[config.mk]
export PLATFORM = sky130hd
export DESIGN_NAME = rsc_top
export DESIGN_NICKNAME = d
export VERILOG_FILES = /design/src/verilog/rsc_sync.v /design/src/verilog/rsc_oscsel.v /design/src/verilog/rsc_top.v
export VERILOG_INCLUDE_DIRS = /design/src /design/src/common
export SDC_FILE = /design/constraint.sdc
export NUM_CORES = 1
export LEC_CHECK = 0
export BUFFER_PORTS_ARGS = -buffer_cell sky130_fd_sc_hd__buf_4
export CAP_MARGIN = 25
export CORE_UTILIZATION = 48
export CTS_CLUSTER_SIZE = 30
export DETAILED_ROUTE_END_ITERATION = 10
export PLACE_DENSITY_LB_ADDON = 0.05
export SETUP_SLACK_MARGIN = 0.5
export SYNTH_ARGS = -nofsm -noshare
export SYNTH_HDL_FRONTEND = slang
export SYNTH_SLANG_ARGS = --single-unit
[constraint.sdc]
create_clock -name CLK -period 4 [get_ports CLK]
set_clock_uncertainty 0.15 [all_clocks]
set_input_delay 0.2 -clock CLK [delete_from_list [all_inputs] [get_ports CLK]]
set_output_delay 0.2 -clock CLK [all_outputs]
set_load 0.01 [all_outputs]
[src/common/rsc_defs.vh]
/*
 Shared constants of the reset source combiner: register offsets,
 status bit positions, masks and reset values.
 Assumes inclusion by bare name from the design files under verilog/.
*/
`ifndef RSC_DEFS_VH
`define RSC_DEFS_VH

// Register bus geometry
`define RSC_ADDR_W 4
`define RSC_DATA_W 16

// Register offsets (word addresses on the plain port)
`define RSC_OFS_STATUS 4'h0
`define RSC_OFS_SOURCES 4'h1

// Bit positions inside reset_cause_status
`define RSC_B_TRAP 15
`define RSC_B_ILLOP 14
`define RSC_B_DSLP 10
`define RSC_B_CFGMM 9
`define RSC_B_PROGMEM_SLEEP_POWER 8
`define RSC_B_PIN 7
`define RSC_B_SWR 6
`define RSC_B_SOFT_WATCHDOG_ENABLE 5
`define RSC_B_WATCHDOG_TIMEOUT_FLAG 4
`define RSC_B_SLEEP 3
`define RSC_B_IDLE 2
`define RSC_B_BOR 1
`define RSC_B_POR 0

// Implemented bits: 13..11 always read as zero
`define RSC_STATUS_IMPL 16'hC7FF
// Value left by a power-on reset: only the two lowest flags set
`define RSC_STATUS_POR_VAL 16'h0003

// Live source vector width and zero constants
`define RSC_NSRC 9
`define RSC_ZERO16 16'h0000
`define RSC_OSC_W 3
`define RSC_OSC_RST 3'h0

`endif

[src/verilog/rsc_sync.v]
/*
 Two-stage synchroniser for a group of asynchronous level inputs.
 Assumes levels held far longer than one CLK period.
*/
`timescale 1ns/10ps
module rsc_sync #(
	parameter W = 3
) (
	input wire CLK,
	input wire RST,
	input wire [W-1:0] D,
	output wire [W-1:0] Q
);
	reg [W-1:0] meta_q;
	reg [W-1:0] sync_q;

	// First stage feeds only the second stage
	always @(posedge CLK) begin
		if (RST) begin
			meta_q <= {W{1'b0}};
			sync_q <= {W{1'b0}};
		end else begin
			meta_q <= D;
			sync_q <= meta_q;
		end
	end

	assign Q = sync_q;
endmodule

[src/verilog/rsc_oscsel.v]
/*
 Chooses the system clock source that applies after a reset.
 Assumes the fuse, switching enable and current field are static
 during a reset and sit in the CLK domain.
*/
`timescale 1ns/10ps
`include "rsc_defs.vh"
module rsc_oscsel (
	input wire CLK,
	input wire RST,
	input wire clk_switch_en,
	input wire por_bor,
	input wire other_rst,
	input wire [`RSC_OSC_W-1:0] fuse_sel,
	input wire [`RSC_OSC_W-1:0] cur_osc,
	output wire [`RSC_OSC_W-1:0] osc_sel,
	output wire osc_load
);
	reg [`RSC_OSC_W-1:0] sel_q;
	reg [`RSC_OSC_W-1:0] sel_d;
	reg active_q;
	reg load_q;
	wire any_rst;

	assign any_rst = por_bor | other_rst;

	// Power-up resets, or switching off, always go back to the fuses
	always @* begin
		sel_d = sel_q;
		if (any_rst) begin
			if (!clk_switch_en || por_bor) begin
				sel_d = fuse_sel;
			end else begin
				sel_d = cur_osc;
			end
		end
	end

	// Load pulse marks the cycle after the last reset source drops
	always @(posedge CLK) begin
		if (RST) begin
			sel_q <= `RSC_OSC_RST;
			active_q <= 1'b0;
			load_q <= 1'b0;
		end else begin
			sel_q <= sel_d;
			active_q <= any_rst;
			load_q <= active_q & ~any_rst;
		end
	end

	assign osc_sel = sel_q;
	assign osc_load = load_q;
endmodule

[src/verilog/rsc_top.v]
/*
 Reset source combiner: merges every reset source into the master
 system reset, keeps the reset cause and power-save status register,
 and picks the clock source that applies after each reset.
 Assumes: pin-level sources are asynchronous and are synchronised
 here; core events arrive as one-cycle pulses or levels on CLK; the
 register port is driven by the core on CLK with one-cycle strobes.
*/
`timescale 1ns/10ps
`include "rsc_defs.vh"
module rsc_top (
	input wire CLK,
	input wire RST,
	// Pin-level reset sources, asynchronous
	input wire POWER_ON_DETECT,
	input wire BROWNOUT_DETECT,
	input wire MASTER_CLEAR_PIN_N,
	// Core event sources, CLK domain
	input wire SOFTWARE_RESET_INSTR,
	input wire WATCHDOG_TIMEOUT,
	input wire CONFIG_MISMATCH,
	input wire TRAP_CONFLICT,
	input wire ILLEGAL_OPCODE,
	input wire UNINIT_WREG_RESET,
	// Power-save instruction events, CLK domain
	input wire SLEEP_ENTER,
	input wire IDLE_ENTER,
	input wire DEEP_SLEEP_ENABLE,
	// Configuration fuses and oscillator state
	input wire WATCHDOG_FUSE_ENABLE,
	input wire CLOCK_SWITCH_ENABLE,
	input wire [`RSC_OSC_W-1:0] INITIAL_OSC_SELECT_FUSE,
	input wire [`RSC_OSC_W-1:0] CURRENT_OSC_FIELD,
	// Register port
	input wire [`RSC_ADDR_W-1:0] ADDR,
	input wire [`RSC_DATA_W-1:0] WDATA,
	input wire WR,
	input wire RD,
	output wire [`RSC_DATA_W-1:0] RDATA,
	// Results
	output wire MASTER_SYSTEM_RESET,
	output wire POR_ONLY_RESET,
	output wire WATCHDOG_ENABLE,
	output wire PROGMEM_SLEEP_POWER,
	output wire REGULATOR_STANDBY,
	output wire [`RSC_OSC_W-1:0] OSC_SELECT,
	output wire OSC_SELECT_LOAD
);

	// Address match, shared by the write and read decoders
	function hit;
		input [`RSC_ADDR_W-1:0] a;
		input [`RSC_ADDR_W-1:0] ofs;
		begin
			hit = (a == ofs);
		end
	endfunction

	wire [2:0] pin_raw;
	wire [2:0] pin_sync;
	wire por_evt;
	wire bor_evt;
	wire pin_evt;
	wire illop_evt;
	wire power_save_instruction_evt;
	wire dslp_evt;
	wire any_src;
	wire other_src;
	wire wr_status;
	wire rd_status;
	wire rd_sources;
	wire [`RSC_NSRC-1:0] src_vec;

	reg [`RSC_DATA_W-1:0] stat_q;
	reg [`RSC_DATA_W-1:0] stat_d;
	reg [`RSC_DATA_W-1:0] rdata_q;
	reg [`RSC_DATA_W-1:0] rdata_d;
	reg master_system_reset_q;
	reg por_q;
	reg wdt_en_q;

	// The clear pin is active low; flip it before synchronising
	assign pin_raw = {~MASTER_CLEAR_PIN_N, BROWNOUT_DETECT,
		POWER_ON_DETECT};

	rsc_sync #(
		.W(3)
	) u_pin_sync (
		.CLK(CLK),
		.RST(RST),
		.D(pin_raw),
		.Q(pin_sync)
	);

	assign por_evt = pin_sync[0];
	assign bor_evt = pin_sync[1];
	assign pin_evt = pin_sync[2];
	assign illop_evt = ILLEGAL_OPCODE | UNINIT_WREG_RESET;

	// Either power-save flavour counts as the instruction executing
	assign power_save_instruction_evt = SLEEP_ENTER | IDLE_ENTER;
	assign dslp_evt = SLEEP_ENTER & DEEP_SLEEP_ENABLE;

	// Live view of every source, also visible to software
	assign src_vec = {UNINIT_WREG_RESET, ILLEGAL_OPCODE,
		TRAP_CONFLICT, CONFIG_MISMATCH, bor_evt, WATCHDOG_TIMEOUT,
		SOFTWARE_RESET_INSTR, pin_evt, por_evt};

	assign any_src = |src_vec;
	assign other_src = any_src & ~(por_evt | bor_evt);

	// Strobes qualified by address; RD and WR never coincide
	assign wr_status = WR & hit(ADDR, `RSC_OFS_STATUS);
	assign rd_status = RD & hit(ADDR, `RSC_OFS_STATUS);
	assign rd_sources = RD & hit(ADDR, `RSC_OFS_SOURCES);

	// Status next value. Order matters: software write first, then
	// hardware clears, then hardware sets, and power-on last.
	always @* begin
		stat_d = stat_q;
		if (wr_status) begin
			// Plain data, no reset side effect
			stat_d = WDATA & `RSC_STATUS_IMPL;
			// Deep-sleep flag can only be cleared by software
			stat_d[`RSC_B_DSLP] = stat_q[`RSC_B_DSLP] &
				WDATA[`RSC_B_DSLP];
		end
		// Power-save instruction clears the time-out flag
		if (power_save_instruction_evt) begin
			stat_d[`RSC_B_WATCHDOG_TIMEOUT_FLAG] = 1'b0;
		end
		// Sets come after the write so a same-cycle clear loses
		if (TRAP_CONFLICT) begin
			stat_d[`RSC_B_TRAP] = 1'b1;
		end
		if (illop_evt) begin
			stat_d[`RSC_B_ILLOP] = 1'b1;
		end
		if (dslp_evt) begin
			stat_d[`RSC_B_DSLP] = 1'b1;
		end
		if (CONFIG_MISMATCH) begin
			stat_d[`RSC_B_CFGMM] = 1'b1;
		end
		if (pin_evt) begin
			stat_d[`RSC_B_PIN] = 1'b1;
		end
		if (SOFTWARE_RESET_INSTR) begin
			stat_d[`RSC_B_SWR] = 1'b1;
		end
		if (WATCHDOG_TIMEOUT) begin
			stat_d[`RSC_B_WATCHDOG_TIMEOUT_FLAG] = 1'b1;
		end
		if (SLEEP_ENTER) begin
			stat_d[`RSC_B_SLEEP] = 1'b1;
		end
		if (IDLE_ENTER) begin
			stat_d[`RSC_B_IDLE] = 1'b1;
		end
		if (bor_evt) begin
			stat_d[`RSC_B_BOR] = 1'b1;
		end
		// Power-on wipes everything, control bits included
		if (por_evt) begin
			stat_d = `RSC_STATUS_POR_VAL;
		end
	end

	// Status register; block reset is treated as a power-on
	always @(posedge CLK) begin
		if (RST) begin
			stat_q <= `RSC_STATUS_POR_VAL;
		end else begin
			stat_q <= stat_d;
		end
	end

	// Read mux; unmapped or idle cycles return zero
	always @* begin
		rdata_d = `RSC_ZERO16;
		if (rd_status) begin
			rdata_d = stat_q & `RSC_STATUS_IMPL;
		end else if (rd_sources) begin
			rdata_d = {{(`RSC_DATA_W-`RSC_NSRC){1'b0}}, src_vec};
		end
	end

	// Read data stands only in the cycle after the strobe
	always @(posedge CLK) begin
		if (RST) begin
			rdata_q <= `RSC_ZERO16;
		end else begin
			rdata_q <= rdata_d;
		end
	end

	// Master reset and power-on-only reset are registered so they
	// never glitch when two sources overlap or hand over.
	always @(posedge CLK) begin
		if (RST) begin
			master_system_reset_q <= 1'b1;
			por_q <= 1'b1;
		end else begin
			master_system_reset_q <= any_src;
			por_q <= por_evt;
		end
	end

	// Fuse overrides the software enable; registered for a clean
	// level toward the watchdog counter.
	always @(posedge CLK) begin
		if (RST) begin
			wdt_en_q <= 1'b0;
		end else begin
			wdt_en_q <= WATCHDOG_FUSE_ENABLE |
				stat_q[`RSC_B_SOFT_WATCHDOG_ENABLE];
		end
	end

	// Clock source after reset, chosen by reset type
	rsc_oscsel u_oscsel (
		.CLK(CLK),
		.RST(RST),
		.clk_switch_en(CLOCK_SWITCH_ENABLE),
		.por_bor(por_evt | bor_evt),
		.other_rst(other_src),
		.fuse_sel(INITIAL_OSC_SELECT_FUSE),
		.cur_osc(CURRENT_OSC_FIELD),
		.osc_sel(OSC_SELECT),
		.osc_load(OSC_SELECT_LOAD)
	);

	// Bias and regulator behaviour in sleep follow bit 8 directly
	assign PROGMEM_SLEEP_POWER = stat_q[`RSC_B_PROGMEM_SLEEP_POWER];
	assign REGULATOR_STANDBY = ~stat_q[`RSC_B_PROGMEM_SLEEP_POWER];

	assign RDATA = rdata_q;
	assign MASTER_SYSTEM_RESET = master_system_reset_q;
	assign POR_ONLY_RESET = por_q;
	assign WATCHDOG_ENABLE = wdt_en_q;

endmodule

# Word level (Yosys, flattened, before mapping)
# Index checks and enable logic that the tools add are counted.
dict set report word_totals {
  output_inout_bits 25
  in_bits 44
  ff_bits 43
  elab_cells 68
}
dict set report op_classes {
  mux 14
  n_bitwise 16
  n_reduce_logical 16
  n_eq_ne 1
}
# cell n
set ops {}
lappend ops {{$mux 16} 2}
lappend ops {{$reduce_bool 2->1} 8}
lappend ops {{$mux 1} 10}
lappend ops {{$mux 9} 1}
lappend ops {{$reduce_or 9->1} 1}
lappend ops {{$and 1x1->1} 7}
lappend ops {{$or 1x1->1} 5}
lappend ops {{$eq 4x1->1 const B} 1}
lappend ops {{$logic_not 4->1} 1}
lappend ops {{$not 1->1} 4}
lappend ops {{$reduce_or 2->1} 2}
lappend ops {{$mux 3} 1}
lappend ops {{$reduce_bool 3->1} 1}
lappend ops {{$reduce_or 3->1} 1}
lappend ops {{$logic_not 1->1} 1}
lappend ops {{$logic_or 1x1->1} 1}

# Longest topological paths before layout
dict set report depth {
  word_depth 6
  mapped_depth 5
  ltp_nobuf 3
}

# By module
# From an unflattened synthesis, not the netlist that was laid out.
dict set report unflattened {
  cells_unflattened 139
  area_unflattened_um2 1460.2
}
# module area_each_um2 seq_area_each_um2 cells_each n_inst
set by_module_without_submodules {}
lappend by_module_without_submodules {rsc_top 1079.8 580.6 105 1}
lappend by_module_without_submodules {rsc_oscsel 222.7 100.1 22 1}
lappend by_module_without_submodules {rsc_sync 157.7 120.1 12 1}

# Least setup slack after synthesis
# No wires, ideal clock.
dict set report synth_timing {
  path_type {input -> register}
  start {input port ADDR[1]}
  end {register stat_q[0]}
  path_buffers 2
  setup_ns 0.120
  path_slack_ns 2.263
  path_stages 5
  arrival_ns 1.467
  path_cell_list {or4b_1 > buf_2 > or2_0 > buf_2 > a211o_1}
}
dict set report synth_between {
  elab_chain_cells 2
}
# element line_no
set synth_rtl {}
lappend synth_rtl {{start, declared} rsc_top.v:35} ;# input wire [`RSC_ADDR_W-1:0] ADDR,
lappend synth_rtl {{$logic_not 4->1} rsc_top.v:55} ;# hit = (a == ofs);
lappend synth_rtl {{$and 1x1->1} rsc_top.v:113} ;# assign wr_status = WR & hit(ADDR, `RSC_OFS_STATUS);
lappend synth_rtl {{end signal, assigned} rsc_top.v:172} ;# stat_q <= `RSC_STATUS_POR_VAL;
lappend synth_rtl {{end signal, assigned} rsc_top.v:174} ;# stat_q <= stat_d;
lappend synth_rtl {{end, declared} rsc_top.v:74} ;# reg [`RSC_DATA_W-1:0] stat_q;
# No other way between the ends.
# A chain may end at the register's enable or synchronous reset.

# Final worst setup path
dict set report layout_timing {
  start {input port TRAP_CONFLICT}
  end {register u_oscsel.sel_q[0] (netlist: u_oscsel.osc_sel[0])}
}
dict set report layout_between {
  elab_chain_cells 3
}
# element line_no
set layout_rtl {}
lappend layout_rtl {{start, declared} rsc_top.v:22} ;# input wire TRAP_CONFLICT,
lappend layout_rtl {{$reduce_or 9->1} rsc_top.v:109} ;# assign any_src = |src_vec;
lappend layout_rtl {{$and 1x1->1} rsc_top.v:110} ;# assign other_src = any_src & ~(por_evt | bor_evt);
lappend layout_rtl {{$or 1x1->1} rsc_oscsel.v:25} ;# assign any_rst = por_bor | other_rst;
lappend layout_rtl {{end signal, assigned} rsc_oscsel.v:42} ;# sel_q <= `RSC_OSC_RST;
lappend layout_rtl {{end signal, assigned} rsc_oscsel.v:46} ;# sel_q <= sel_d;
lappend layout_rtl {{end, declared} rsc_oscsel.v:19} ;# reg [`RSC_OSC_W-1:0] sel_q;
# No other way between the ends.

==> impl_metrics.toml <==
[synthesis]
synth_top_cell_area_share = 0.5517
yosys_warnings = 0
synth_area_leaders = "dfxtp_1, a22o_1, nor4_1, a211oi_1, nor2_1"
synth_most_common_cell = "dfxtp_1"
synthArstFlopShare = 0
yosys.area.top_type = "dfxtp_1"
ys.flop_type = "dfxtp_1"
synth-seq-area-share = 0.5517
synth_cells = 140
synth_common_cells = "dfxtp_1, nor2_1, nor4_1"
synth.avg_cell_area_um2 = 10.37
syn_area_mm2 = 0.001451
ys_ff_latch = 40
ys_types = 33
synth_edf_count = 0

[hold_path]
hp-start = "WDATA[10]"
hold_class = "primary input to flip-flop"

[route]
antenna_left = 0
viasPerCell = 5.526
finalWirelength_mm = 3.468
first_pass_iters = 7
drtIter0Drc = 53
dr_total_vias = 1376
remaining_drc_errors = 10
avgRoutedWirePerCell_um = 13.93

[cts]
cts_buffers = 5
post_cts_buffers = 0
root_buffer = "clkbuf_4"
cts_tree = "yes"
htree_levels = 2
cts_buffer_depth = 2
insertion_delay_ps = 350
cts.sinks = 40
clk_pin_slew_ps = 120

[sta]
slew_viol_final = 0
maxSlewHeadroom = 0.4662
finalHoldViolations = 1
fmax_ghz = 0.4774
fin_crit_sh = 0.5237
hold_slack_ps = -3.070
worst_pin_slew_ps = 796.3
min_period_ps = 2095
rsz0062_at_grt = "false"
setup-violations-final = 0
setup-tns-final_ps = 0

[worst_setup_path]
crit_path_start_kind = "primary input"
crit_path_end_kind = "flip-flop"
r2r-start = "u_pin_sync.Q[1]$_SDFF_PP0_"
path_class = "primary input to flip-flop"
worstPathArrival_ps = 2190
crit_path_max_fanout = 6
required_ps = 4100
critPathLaunch = "TRAP_CONFLICT"

[layout]
syn_to_final_growth_pct = 49.05
diodes = 0
final_area_mm2 = 0.002163
fin_nets = 261
fill_cells = 197
drive_above_1_share = 0.3578
final_cells = 249

[floorplanning]
std_cell_rows = 19
die_area_mm2 = 0.003248
die_w_um = 56.99
core_mm2 = 0.002805
initial_core_util = 0.5174
io_pins = 69
chipHeight_um = 56.99

[run_status]
violations = "design-rule violations, negative hold slack"
status = "finished with violations"

[global_route]
grt_pass1_vias = 1328
grt_pass1_wl_mm = 5.547
grtUsageTotal = 0.2246
grt_max_degree = 19
antenna_found_initial = 0
grt-ovfl-total = 0

[place]
post-place-cells = 223
port_buffers = 62
dp_hpwl_mm = 2.372
gp_congestion = 0.7989
place_area_mm2 = 0.001903

[pwr]
p_per_area_mw_per_mm2 = 359.8
vdd_drop_max_mv = 0.3085
leakagePower_uw = 0.0009345

[run]
cap_violations = 0
[state kept, by name, summed over array words and instances (netlist names)]
register and count:
MASTER_SYSTEM_RESET 1, POR_ONLY_RESET 1, RDATA 13, WATCHDOG_ENABLE 1, stat_q 13, u_oscsel.active_q 1, u_oscsel.osc_load 1, u_oscsel.osc_sel 3
u_pin_sync.Q 3, u_pin_sync.meta_q 3
[layout by cell type (no fill, tap or decap), types with 2 or more instances in the layout]
master and count:
dfxtp_1 40, nor2b_1 6, dlygate4sd3_1 18, and2_1 4, conb_1 3, a221oi_1 3
or3b_2 2, nor3b_1 3, clkbuf_4 5, mux2i_1 3, a22o_1 9, inv_1 3
nor4_1 11, o21ai_0 3, a211oi_1 7, buf_4 62, or2_2 3, a21oi_1 3
nand2_1 2, or4b_1 2, o211ai_1 2, nor2_1 11
[kinds of logic (layout without fill, tap and decap cells)]
| family | Yosys count | after routing | synth area share |
|---|---|---|---|
| and+or+nand+nor | 51 | 51 | 0.2190 |
| DFF | 40 | 40 | 0.5517 |
| AOI/OAI and AO/OA | 30 | 30 | 0.1569 |
| buffers and inverters | 15 | 91 | 0.04913 |
| muxes | 3 | 3 | 0.02069 |
| other | 1 | 3 | 0.002584 |
[power breakdown]
part	total, uW	internal [uW]	switching (uW)
Sequential	421	414	7.51
Clock	263	130	133
Combinational	94.4	56.5	37.9
[per-layer routing]
metal / global-route usage / wire length (um) / vias to the layer above
met4: 0.1115 / 78 / 0
met5: 0 / 0 / -
met2: 0.4034 / 1813 / 60
li1: - / - / 658
met1: 0.2453 / 1337 / 649
met3: 0.05669 / 239 / 9
[critical path: stages]
cell and delay [ps]:
dlygate4sd3_1 530, buf_4 150, or4_1 550, or3_4 420, a221oi_1 330
[worst paths after layout]
kind / end / slack, ps / cells after the start
worst min register to register: u_pin_sync.Q[2]$_SDFF_PP0_ / 300 / 1
worst max register to register: u_oscsel.osc_sel[0]$_SDFFE_PP0P_ / 2130 / 3
worst max-delay path: u_oscsel.osc_sel[0]$_SDFFE_PP0P_ / 1910 / 5
worst min-delay path: stat_q[10]$_SDFFE_PP0P_ / -3 / 3
[final cells by class]
class | instances | area (um^2) | share of cell area
clock inverter | 3 | 42.54 | 0.01966
tap | 31 | 38.79 | 0.01793
timing repair buffer | 80 | 645.6 | 0.2984
multi-input combinational | 87 | 586.8 | 0.2713
clock buffer | 5 | 37.54 | 0.01735
sequential | 40 | 800.8 | 0.3702
inverter | 3 | 11.26 | 0.005205
[metrics by stage]
step / setup WS (ps) / util / total power (uW) / hold slack [ps]
detailed placement: 1778 / 0.6784 / 509.8 / 204.8
finish: 1905 / 0.7712 / 778.4 / -3.070
global placement: 1780 / 0.6784 / 506.9 / 202.8
floorplan: 2263 / - / 464.5 / 116.7
global route: 1885 / 0.7712 / 807.4 / 0.9668
CTS: 1967 / 0.7712 / 781.2 / 2.188
[timing repair]
action                                  4_1_cts  5_1_grt
resized for setup                             0        0
endpoints found under the setup margin        0        0
hold buffers                                 18        0
endpoints found under the hold margin        18        0
Power figures use the tool's default switching activity.
